$ cat src/logic/sim_motor_pkg.sv
/*
 * Shared constants and types of the virtual motor simulation block.
 * Assumes a 100 MHz system clock and a plain strobe register port.
 */
package sim_motor_pkg;

    // ------------------------------------------------------------
    // Register offsets
    // ------------------------------------------------------------
    localparam logic [7:0] OFS_MODE_SET = 8'h00;
    localparam logic [7:0] OFS_MODE_ACT = 8'h04;
    localparam logic [7:0] OFS_COORD_CFG = 8'h08;
    localparam logic [7:0] OFS_USER_RANGE = 8'h0c;
    localparam logic [7:0] OFS_USER_OFFSET = 8'h10;
    localparam logic [7:0] OFS_USER_ZERO = 8'h14;
    localparam logic [7:0] OFS_CMD_POS = 8'h18;
    localparam logic [7:0] OFS_FB_POS = 8'h1c;

    // ------------------------------------------------------------
    // Field positions
    // ------------------------------------------------------------
    localparam int COORD_SRC_BIT = 0;
    localparam int MECH_BIT = 1;
    localparam int USER_WRAP_EN_BIT = 16;

    // ------------------------------------------------------------
    // Simulation mode codes
    // ------------------------------------------------------------
    typedef enum logic [1:0] {
        MODE_REAL = 2'h0,
        MODE_VIRT_NO_INFO = 2'h1,
        MODE_VIRT_WRAP_1800 = 2'h2,
        MODE_VIRT_WRAP_900 = 2'h3
    } sim_mode_e;

    // ------------------------------------------------------------
    // Reset values and preset coordinate figures
    // ------------------------------------------------------------
    localparam logic [1:0] MODE_RESET = 2'h0;
    localparam logic [15:0] WRAP_RANGE_1800 = 16'd1800;
    localparam logic [15:0] WRAP_RANGE_900 = 16'd900;
    localparam logic [7:0] PRESET_OFFSET_RATIO = 8'd50;
    localparam logic [15:0] PRESET_OFFSET_VALUE = 16'h0000;
    localparam logic [15:0] USER_RANGE_RESET = 16'd1;
    localparam logic [7:0] USER_RATIO_RESET = 8'd50;
    localparam logic [15:0] USER_ZERO_RESET = 16'd1;

    // ------------------------------------------------------------
    // Indicator timing
    // ------------------------------------------------------------
    localparam int CLK_HZ = 100_000_000;
    localparam int LED_PHASE_MS = 500;
    localparam int LED_PHASE_CYCLES = CLK_HZ / 1000 * LED_PHASE_MS;

    // Coordinate and wrap setup handed to the position logic
    typedef struct packed {
        logic [15:0] wrap_range;
        logic [7:0] offset_ratio;
        logic [15:0] offset_value;
        logic wrap_en;
        logic [15:0] wrap_zero_count;
        logic from_sensor;
    } coord_cfg_s;

endpackage

$ cat src/logic/virtual_motor_simulation.sv
/*
 * Virtual motor simulation logic of a servo driver: mode latching at
 * power-on, coordinate setup selection, virtual positions, output
 * gating of excitation, brake and sensor home writes, and indicator.
 * Assumes all inputs synchronous to clk_sys_in; power_on_in is a
 * one-cycle pulse when control power has come on.
 */
module virtual_motor_simulation
    import sim_motor_pkg::*;
#(
    parameter int LED_PHASE = LED_PHASE_CYCLES
) (
    // Clock and reset
    input wire logic clk_sys_in,
    input wire logic reset_in,
    // Register port
    input wire logic [7:0] reg_addr_in,
    input wire logic [31:0] reg_wdata_in,
    input wire logic reg_wr_in,
    input wire logic reg_rd_in,
    output logic [31:0] reg_rdata_out,
    // Power and motor presence
    input wire logic power_on_in,
    input wire logic motor_present_in,
    input wire logic alarm_in,
    // Motion from the operation engine
    input wire logic step_in,
    input wire logic step_dir_in,
    input wire logic home_set_in,
    input wire logic [31:0] sensor_pos_in,
    // Requests toward the power stage and sensor
    input wire logic excite_req_in,
    input wire logic brake_release_req_in,
    input wire logic sensor_home_wr_req_in,
    output logic excite_out,
    output logic brake_release_out,
    output logic sensor_home_wr_out,
    // Coordinate setup held by the absolute sensor
    input wire coord_cfg_s sensor_cfg_in,
    output coord_cfg_s coord_cfg_out,
    // Status
    output logic sim_active_out,
    output logic [31:0] cmd_pos_out,
    output logic [31:0] fb_pos_out,
    output logic power_alarm_indicator_green_out,
    output logic power_alarm_indicator_red_out
);

    // ------------------------------------------------------------
    // Registers
    // ------------------------------------------------------------
    sim_mode_e mode_set_r;
    sim_mode_e mode_act_r;
    logic coord_src_r;
    logic mech_r;
    logic [15:0] user_range_r;
    logic [7:0] user_ratio_r;
    logic [15:0] user_offset_r;
    logic user_wrap_en_r;
    logic [15:0] user_zero_r;
    logic [31:0] home_ofs_r;
    logic [31:0] cmd_abs_r;
    logic [31:0] fb_virt_r;
    coord_cfg_s cfg_r;
    coord_cfg_s cfg_nxt;
    coord_cfg_s user_cfg;
    logic sim_on;
    logic [31:0] fb_abs;

    typedef enum logic [1:0] {
        LED_GREEN,
        LED_RED,
        LED_BOTH,
        LED_DARK
    } led_phase_e;
    led_phase_e led_r;
    logic [25:0] led_cnt_r;
    logic led_tick;

    assign sim_on = (mode_act_r != MODE_REAL);
    assign sim_active_out = sim_on;

    // ------------------------------------------------------------
    // Register writes
    // ------------------------------------------------------------
    always_ff @(posedge clk_sys_in) begin
        if (reset_in) begin
            mode_set_r <= sim_mode_e'(MODE_RESET);
        end else if (reg_wr_in && reg_addr_in == OFS_MODE_SET) begin
            mode_set_r <= sim_mode_e'(reg_wdata_in[1:0]);
        end
    end

    always_ff @(posedge clk_sys_in) begin
        if (reset_in) begin
            coord_src_r <= 1'b0;
            mech_r <= 1'b0;
            user_range_r <= USER_RANGE_RESET;
            user_wrap_en_r <= 1'b0;
            user_ratio_r <= USER_RATIO_RESET;
            user_offset_r <= 16'h0000;
            user_zero_r <= USER_ZERO_RESET;
        end else if (reg_wr_in) begin
            case (reg_addr_in)
                OFS_COORD_CFG: begin
                    coord_src_r <= reg_wdata_in[COORD_SRC_BIT];
                    mech_r <= reg_wdata_in[MECH_BIT];
                end
                OFS_USER_RANGE: begin
                    user_range_r <= reg_wdata_in[15:0];
                    user_wrap_en_r <= reg_wdata_in[USER_WRAP_EN_BIT];
                end
                OFS_USER_OFFSET: begin
                    user_offset_r <= reg_wdata_in[15:0];
                    user_ratio_r <= reg_wdata_in[23:16];
                end
                OFS_USER_ZERO: begin
                    user_zero_r <= reg_wdata_in[15:0];
                end
                default: begin
                end
            endcase
        end
    end

    // ------------------------------------------------------------
    // Mode takes effect only at power-on
    // ------------------------------------------------------------
    always_ff @(posedge clk_sys_in) begin
        if (reset_in) begin
            mode_act_r <= MODE_REAL;
        end else if (power_on_in) begin
            mode_act_r <= mode_set_r;
        end
    end

    // ------------------------------------------------------------
    // Coordinate setup selection
    // ------------------------------------------------------------
    always_comb begin
        user_cfg.wrap_range = user_range_r;
        user_cfg.offset_ratio = user_ratio_r;
        user_cfg.offset_value = user_offset_r;
        user_cfg.wrap_en = user_wrap_en_r;
        user_cfg.wrap_zero_count = user_zero_r;
        user_cfg.from_sensor = 1'b0;
    end

    always_comb begin
        cfg_nxt = user_cfg;
        if (motor_present_in) begin
            if (!mech_r) begin
                cfg_nxt = sensor_cfg_in;
                cfg_nxt.from_sensor = 1'b1;
            end
        end else if (!coord_src_r) begin
            case (mode_set_r)
                MODE_VIRT_WRAP_1800: begin
                    cfg_nxt.wrap_range = WRAP_RANGE_1800;
                    cfg_nxt.offset_ratio = PRESET_OFFSET_RATIO;
                    cfg_nxt.offset_value = PRESET_OFFSET_VALUE;
                    cfg_nxt.wrap_en = 1'b1;
                    cfg_nxt.wrap_zero_count = WRAP_RANGE_1800;
                end
                MODE_VIRT_WRAP_900: begin
                    cfg_nxt.wrap_range = WRAP_RANGE_900;
                    cfg_nxt.offset_ratio = PRESET_OFFSET_RATIO;
                    cfg_nxt.offset_value = PRESET_OFFSET_VALUE;
                    cfg_nxt.wrap_en = 1'b1;
                    cfg_nxt.wrap_zero_count = WRAP_RANGE_900;
                end
                default: begin
                    cfg_nxt = user_cfg;
                end
            endcase
        end
    end

    // Setup is fixed at power-on, as the initial coordinates are
    always_ff @(posedge clk_sys_in) begin
        if (reset_in) begin
            cfg_r <= '0;
        end else if (power_on_in) begin
            cfg_r <= cfg_nxt;
        end
    end
    assign coord_cfg_out = cfg_r;

    // ------------------------------------------------------------
    // Positions and home
    // ------------------------------------------------------------
    always_ff @(posedge clk_sys_in) begin
        if (reset_in) begin
            cmd_abs_r <= 32'h0000_0000;
        end else if (step_in) begin
            cmd_abs_r <= step_dir_in ? cmd_abs_r - 32'h1 : cmd_abs_r + 32'h1;
        end
    end

    // Virtual feedback tracks the command with no motor motion
    always_ff @(posedge clk_sys_in) begin
        if (reset_in) begin
            fb_virt_r <= 32'h0000_0000;
        end else if (power_on_in) begin
            fb_virt_r <= sensor_pos_in;
        end else if (sim_on && step_in) begin
            fb_virt_r <= step_dir_in ? fb_virt_r - 32'h1 : fb_virt_r + 32'h1;
        end
    end

    assign fb_abs = sim_on ? fb_virt_r : sensor_pos_in;

    // Home held locally; the sensor copy is never touched here
    always_ff @(posedge clk_sys_in) begin
        if (reset_in) begin
            home_ofs_r <= 32'h0000_0000;
        end else if (power_on_in) begin
            home_ofs_r <= sensor_pos_in;
        end else if (home_set_in) begin
            home_ofs_r <= fb_abs;
        end
    end

    // Command is rebased to its own count (cmd_abs_r) at power-on and home set
    logic [31:0] cmd_base_r;
    always_ff @(posedge clk_sys_in) begin
        if (reset_in) begin
            cmd_base_r <= 32'h0000_0000;
        end else if (power_on_in || home_set_in) begin
            cmd_base_r <= cmd_abs_r;
        end
    end

    always_ff @(posedge clk_sys_in) begin
        if (reset_in) begin
            cmd_pos_out <= 32'h0000_0000;
            fb_pos_out <= 32'h0000_0000;
        end else begin
            cmd_pos_out <= cmd_abs_r - cmd_base_r;
            fb_pos_out <= fb_abs - home_ofs_r;
        end
    end

    // ------------------------------------------------------------
    // Output gating toward power stage, brake and sensor
    // ------------------------------------------------------------
    always_ff @(posedge clk_sys_in) begin
        if (reset_in) begin
            excite_out <= 1'b0;
            brake_release_out <= 1'b0;
            sensor_home_wr_out <= 1'b0;
        end else begin
            excite_out <= excite_req_in && !sim_on;
            brake_release_out <= brake_release_req_in && !sim_on;
            sensor_home_wr_out <= sensor_home_wr_req_in && !sim_on;
        end
    end

    // ------------------------------------------------------------
    // Indicator
    // ------------------------------------------------------------
    assign led_tick = (led_cnt_r == 26'(LED_PHASE - 1));

    always_ff @(posedge clk_sys_in) begin
        if (reset_in || !sim_on || led_tick) begin
            led_cnt_r <= 26'h0;
        end else begin
            led_cnt_r <= led_cnt_r + 26'h1;
        end
    end

    always_ff @(posedge clk_sys_in) begin
        if (reset_in || !sim_on) begin
            led_r <= LED_GREEN;
        end else if (led_tick) begin
            case (led_r)
                LED_GREEN: led_r <= LED_RED;
                LED_RED: led_r <= LED_BOTH;
                LED_BOTH: led_r <= LED_DARK;
                default: led_r <= LED_GREEN;
            endcase
        end
    end

    always_ff @(posedge clk_sys_in) begin
        if (reset_in) begin
            power_alarm_indicator_green_out <= 1'b0;
            power_alarm_indicator_red_out <= 1'b0;
        end else if (sim_on) begin
            power_alarm_indicator_green_out <= (led_r == LED_GREEN) || (led_r == LED_BOTH);
            power_alarm_indicator_red_out <= (led_r == LED_RED) || (led_r == LED_BOTH);
        end else begin
            power_alarm_indicator_green_out <= !alarm_in;
            power_alarm_indicator_red_out <= alarm_in;
        end
    end

    // ------------------------------------------------------------
    // Register reads
    // ------------------------------------------------------------
    always_ff @(posedge clk_sys_in) begin
        if (reset_in) begin
            reg_rdata_out <= 32'h0000_0000;
        end else if (reg_rd_in) begin
            case (reg_addr_in)
                OFS_MODE_SET: reg_rdata_out <= {30'h0, mode_set_r};
                OFS_MODE_ACT: reg_rdata_out <= {30'h0, mode_act_r};
                OFS_COORD_CFG: reg_rdata_out <= {30'h0, mech_r, coord_src_r};
                OFS_USER_RANGE: reg_rdata_out <= {15'h0, user_wrap_en_r, user_range_r};
                OFS_USER_OFFSET: reg_rdata_out <= {8'h0, user_ratio_r, user_offset_r};
                OFS_USER_ZERO: reg_rdata_out <= {16'h0, user_zero_r};
                OFS_CMD_POS: reg_rdata_out <= cmd_pos_out;
                OFS_FB_POS: reg_rdata_out <= fb_pos_out;
                default: reg_rdata_out <= 32'h0000_0000;
            endcase
        end else begin
            reg_rdata_out <= 32'h0000_0000;
        end
    end

endmodule

$ cat config.mk
export PLATFORM = sky130hd
export DESIGN_NAME = virtual_motor_simulation
export DESIGN_NICKNAME = d
export VERILOG_FILES = /design/src/logic/sim_motor_pkg.sv /design/src/logic/virtual_motor_simulation.sv
export SDC_FILE = /design/constraint.sdc
export NUM_CORES = 1
export LEC_CHECK = 0
export BUFFER_PORTS_ARGS = -buffer_cell sky130_fd_sc_hd__buf_2
export CORE_MARGIN = 3
export CORE_UTILIZATION = 52
export CTS_CLUSTER_SIZE = 24
export DETAILED_ROUTE_END_ITERATION = 8
export GPL_TIMING_DRIVEN = 0
export PLACE_DENSITY = 0.78
export SLEW_MARGIN = 20
export SYNTH_ARGS = -nofsm -noshare
export SYNTH_HDL_FRONTEND = slang
export SYNTH_SLANG_ARGS = --single-unit
$ cat constraint.sdc
create_clock -name clk_sys_in -period 3.85 [get_ports clk_sys_in]
set_input_delay 0.5775 -clock clk_sys_in [delete_from_list [all_inputs] [get_ports clk_sys_in]]
set_output_delay 0.5775 -clock clk_sys_in [all_outputs]
set_load 0.02 [all_outputs]
# --- Yosys cells after proc, flatten, opt, wreduce, memory -nomap -nowiden ---
# Index checks and enable logic that the tools add are counted.
op_classes:
  n_shift: 0
  muxes: 15
  div: 0
  n_mul: 0
  add_sub_neg: 7
  n_bitwise: 1
  reduce_logical: 22
  n_eq_ne: 12
  magnitude_cmp: 0
ops:
  columns: ["operator", "count"]
  rows:
  - ["32-bit case mux with 8 select lines", 1]
  - ["32-bit 2-to-1 mux", 7]
  - ["58-bit 2-to-1 mux", 3]
  - ["57-bit case mux with 2 select lines", 1]
  - ["32-bit by 1-bit adder with 32-bit output, second input constant", 2]
  - ["32-bit by 1-bit subtractor with 32-bit output, second input constant", 2]
  - ["32-bit subtractor", 2]
  - ["8-bit by 5-bit == test with 1-bit output, second input constant", 4]
  - ["26-bit by 1-bit adder with 26-bit output, second input constant", 1]
  - ["26-bit == test, second input constant", 1]
  - ["8-bit by 4-bit == test with 1-bit output, second input constant", 2]
  - ["8-bit by 3-bit == test with 1-bit output, second input constant", 1]
  - ["8-bit zero test", 1]
  - ["2-bit AND reduction", 4]
  - ["2-bit == test, second input constant", 3]
  - ["2-bit case mux with 3 select lines", 1]
  - ["2-bit nonzero test", 3]
  - ["1-bit logical AND", 5]
  - ["1-bit logical OR", 5]
  - ["2-bit by 1-bit == test with 1-bit output, second input constant", 1]
  - ["1-bit zero test", 2]
  - ["2-bit zero test", 1]
  - ["1-bit 2-to-1 mux", 2]
  - ["2-bit OR reduction", 1]
  - ["1-bit inverter", 1]
totals:
  latchBits: 0
  rom_bits: 0
  in_bits: 143
  register_bits: 378
  mem_count: 0
  ramBits: 0
  output_inout_bits: 160

# --- Logic depth before layout (Yosys ltp) ---
logic_depth:
  ltp_word: 4
  ltp_mapped: 18
  ltp_nobuf: 15

# --- Worst setup path after synthesis ---
# No wires, ideal clock.
synth_path:
  kind: "flip-flop to flip-flop"
  startpoint: "register mode_act_r[0]"
  endpoint: "register fb_pos_out[29]"
  path_slack_ps: -107
  arrival_ps: 3830
  path_stages_with_launch: 18
  required_ps: 3722
  setup_time_ps: 128
  path_cell_list: "dfxtp_1 > nor2_1 > inv_1 > clkbuf_1 > buf_1 > nand2_1 > nand2_1 > ha_1 > nor2b_1 > o21ai_1 > a21boi_1 > o41ai_1 > a21oi_1 > or3_1 > a211o_1 > a311oi_1 > xor2_1 > nor2_1"
synth_via:
  elab_chain_len: 3
synth_lines:
  columns: ["item", "line_no", "text"]
  rows:
  - ["from (decl)", "virtual_motor_simulation.sv:53", "sim_mode_e mode_act_r;"]
  - ["from (signal assigned)", "virtual_motor_simulation.sv:133", "mode_act_r <= mode_set_r;"]
  - ["2-bit nonzero test", "virtual_motor_simulation.sv:80", "assign sim_on = (mode_act_r != MODE_REAL);"]
  - ["via sim_active_out", "virtual_motor_simulation.sv:42", "output logic sim_active_out,"]
  - ["32-bit 2-to-1 mux", "virtual_motor_simulation.sv:211", "assign fb_abs = sim_on ? fb_virt_r : sensor_pos_in;"]
  - ["32-bit subtractor", "virtual_motor_simulation.sv:240", "fb_pos_out <= fb_abs - home_ofs_r;"]
  - ["to (signal assigned)", "virtual_motor_simulation.sv:240", null]
  - ["to (decl)", "virtual_motor_simulation.sv:44", "output logic [31:0] fb_pos_out,"]
# The timed path passes the listed nets, and every way through them passes these cells.
# A chain may end at the register's enable or synchronous reset.

# --- Worst setup path after layout ---
layout_path:
  startpoint: "register mode_act_r[0]"
  endpoint: "register fb_pos_out[30]"
layout_via:
  elab_chain_len: 3
layout_lines:
  columns: ["item", "line_no"]
  rows:
  - ["2-bit nonzero test", "virtual_motor_simulation.sv:80"]
  - ["32-bit 2-to-1 mux", "virtual_motor_simulation.sv:211"]
  - ["32-bit subtractor", "virtual_motor_simulation.sv:240"]
# Every way passes these cells.

==> flow_summary.ini <==
[synthesis]
synth_ff_type = dfxtp_1
netlist.area_leader.share_pct = 36.57
ys_seq_elements = 378
ys_seq_area_share_pct = 36.57
syn_nets = 2904
yosysWarnings = 0
synth_edf_count = 0
avgSynthCellArea_um2 = 7.865
synth_top_cells_by_area = dfxtp_1 37%, nand2_1 7.9%, ha_1 7.6%, a21oi_1 6.8%, nor2_1 4.9%
syn_inst = 2631
synthDistinctLibCells = 73
synthArstFlopShare_pct = 0
synth_largest_area_cell = dfxtp_1
netlist_area_um2 = 20690

[clock_network]
clkTransAtPathRegs_ps = 60
numCtsBuffers = 42
cts_buffer_depth = 3
cts_tree = yes
cts_root_buf = clkbuf_16
cts_num_sinks = 378
clock_latency_ps = 590
h-tree-depth = 2
cts_hold_buf = 0

[timing]
slew_violations = 0
hold_viol_final = 0
max_freq_mhz = 267.9
worst_pin_slew_ps = 1172
timing.final.crit_period_ps = 3733
final.period_utilization_pct = 96.95
setup_viol = 0
finClkSkew_ps = 14.12
fin_setup_tns_ps = 0
slew_headroom_pct = 21.89

[setup_path]
required_ps = 4290
path_class = register to register
crit_fanout = 4
worstSetupEndpointType = register
arrival_ps = 4170
reg2regPathDepth = 16
regToRegSetupSlack_ps = 120
reg2reg_from = mode_act_r[0]
r2r-end = fb_pos_out[30]
critPathLaunchType = register

[place]
placed_cells = 3440
placedInstanceArea_um2 = 22800
io_buffers = 291
gp_congestion = 0.9822
dp_hpwl_um = 60140

[floorplan]
coreArea_um2 = 39010
ios = 303
start_util_pct = 53.05
fp.dieW_um = 205.5
die_h_um = 205.5
num_rows = 72
dieArea_um2 = 42220

[drt]
drc = 0
avgRoutedWirePerCell_um = 21.94
postRouteAntennaNets = 0
drt_iter0_drc = 2105
vias = 21550
dr.pass1.iters = 7
wl_um = 77370
via_per_inst = 6.112

[final_layout]
nets = 3246
multi_input_area_um2 = 12320
fin_area_um2 = 24490
fillCellCount = 3457
finalNonFillerCells = 3526
drive_gt1_share_pct = 13.88
syn2layout_area_growth_pct = 18.34
ff_latch_area_um2 = 7567
utilization_pct = 62.78

[run_status]
status = completed

[job]
drv_cap = 0

[power]
power_density_nw_per_um2 = 515.6
p_comb_share_pct = 28.9
swShare_pct = 34.52
clockPowerShare_pct = 34.1
vdd_ir_drop_max_uv = 336.0
cellLeakagePower_uw = 0.01047
p_sw_uw = 4358
power.internal_uw = 8268
seqPwrFrac_pct = 37.0

[global_routing]
grt_usage_pct = 35.07
grt_antenna_before_repair = 6
grt_max_degree = 63
grt_pass1_vias = 20230
overflow = 0
grt_pass1_wl_um = 114900

[hold_path]
holdPathStages = 3
hp-start = reg_wdata_in[20]
holdPathEnd = user_ratio_r[4]
hold_path.class = input port to register
worst max-delay path: stages (launching register included):
cell      delay, ps
dfxtp_1         340
nor2_4          230
buf_6           170
mux2i_2         260
ha_2            230
inv_1            50
fa_1            450
a21o_1          210
a21o_1          230
a21oi_4         180
o21ai_2         100
nor2b_2         190
o41ai_4         370
o311ai_2        150
a21oi_1         190
xor2_1          160
nor2_1           60
placed cells by master (no fill, tap or decap), drive strengths merged, types with 11 or more instances in the layout:
master  Yosys  layout
dfxtp     378     378
a21o       70      70
o221ai     14      14
nand2b     22      22
nor2      271     271
a211oi     18      18
mux2i      36      36
nand2     433     433
o21a       19      19
buf        21     320
inv       101     104
ha        126     126
a21oi     282     282
or2        16      16
o21bai     16      16
o21ai      81      81
a221oi     54      54
or3        11      11
xor2       56      56
xnor2      78      78
a222oi     16      16
a31oi      21      21
nor3       66      66
and3       26      26
nor2b      26      26
a22oi      23      23
nand3      65      65
o211ai     31      31
clkbuf    127     182
nand4      23      23
final cells by class:
| type | count | area share [%] |
|---|---|---|
| clock buffer | 56 | 4.751 |
| clock inverter | 19 | 1.206 |
| tap | 518 | 2.647 |
| multi-input combinational | 2004 | 50.31 |
| inverter | 101 | 1.548 |
| antenna | 4 | 0.04087 |
| buffer | 147 | 2.350 |
| timing repair buffer | 299 | 6.243 |
| sequential | 378 | 30.90 |
synth_stat cells, types with 26 or more instances:
library cell  count
o21ai_1          28
nor3_1           66
xnor2_1          78
nand3_1          65
inv_1           100
ha_1            126
a221oi_1         53
dfxtp_1         378
mux2i_1          36
nand2_1         433
a21o_1           70
clkbuf_1        127
and3_1           26
nor2b_1          26
o211ai_1         31
xor2_1           56
o21ai_0          53
nor2_1          271
a21oi_1         280
registers in the layout, summed over array words and instances (netlist names), 2 cells and up:
register,flops
user_range_r,16
led_r,2
coord_cfg_out,58
fb_virt_r,32
led_cnt_r,26
user_zero_r,16
cmd_pos_out,32
reg_rdata_out,32
mode_set_r,2
cmd_abs_r,32
user_offset_r,16
mode_act_r,2
cmd_base_r,32
home_ofs_r,32
user_ratio_r,8
fb_pos_out,32
cells by family after synthesis:
group,synth area share (%)
simple gates,20.55
compound gates,22.72
flops,36.57
buf+inv,4.529
xor+xnor,5.671
fa+ha+maj,8.005
mux,1.959
metrics by stage:
step,hold WS [ps],total power [uW],setup slack (ps)
5_1_grt,228.2,13120,-22.82
3_5_place_dp,447.4,8250,-1017
4_1_cts,204.7,12520,-2.232
3_3_place_gp,438.6,8170,-978.7
6_report,211.6,12630,117.4
2_1_floorplan,426.0,7120,20.74
repair_timing:
| item | 4_1_cts | 5_1_grt |
|---|---|---|
| pin swaps | 3 | 13 |
| gates resized for setup | 20 | 15 |
| buffers inserted | 4 | 4 |
| endpoints found under the setup margin | 23 | 5 |
per-layer routing:
metal / GRT usage (%) / part of all wire [%]
met1: 44.82 / 40
met4: 17.53 / 5.3
met3: 5.933 / 10
met5: 0 / 0.059
met2: 57.28 / 45
how the worst max path moves through the flow:
stage,from,cells past startpoint,to
after floorplan,mode_act_r[0],17,fb_pos_out[29]
after global placement,mode_act_r[0],17,fb_pos_out[29]
after detailed placement,mode_act_r[0],17,fb_pos_out[29]
after CTS,mode_act_r[1],16,fb_pos_out[30]
after global routing,mode_act_r[0],16,fb_pos_out[30]
final,mode_act_r[0],16,fb_pos_out[30]
power groups by stage:
stage	Combinational, uW	Clock (uW)	Sequential, uW
6_report	3640	4310	4680
5_1_grt	3980	4450	4690
4_1_cts	3560	4310	4660
3_5_place_dp	3510	0	4740
3_3_place_gp	3440	0	4730
2_1_floorplan	2270	0	4850
Note: power is estimated with default switching activity, not from simulation.
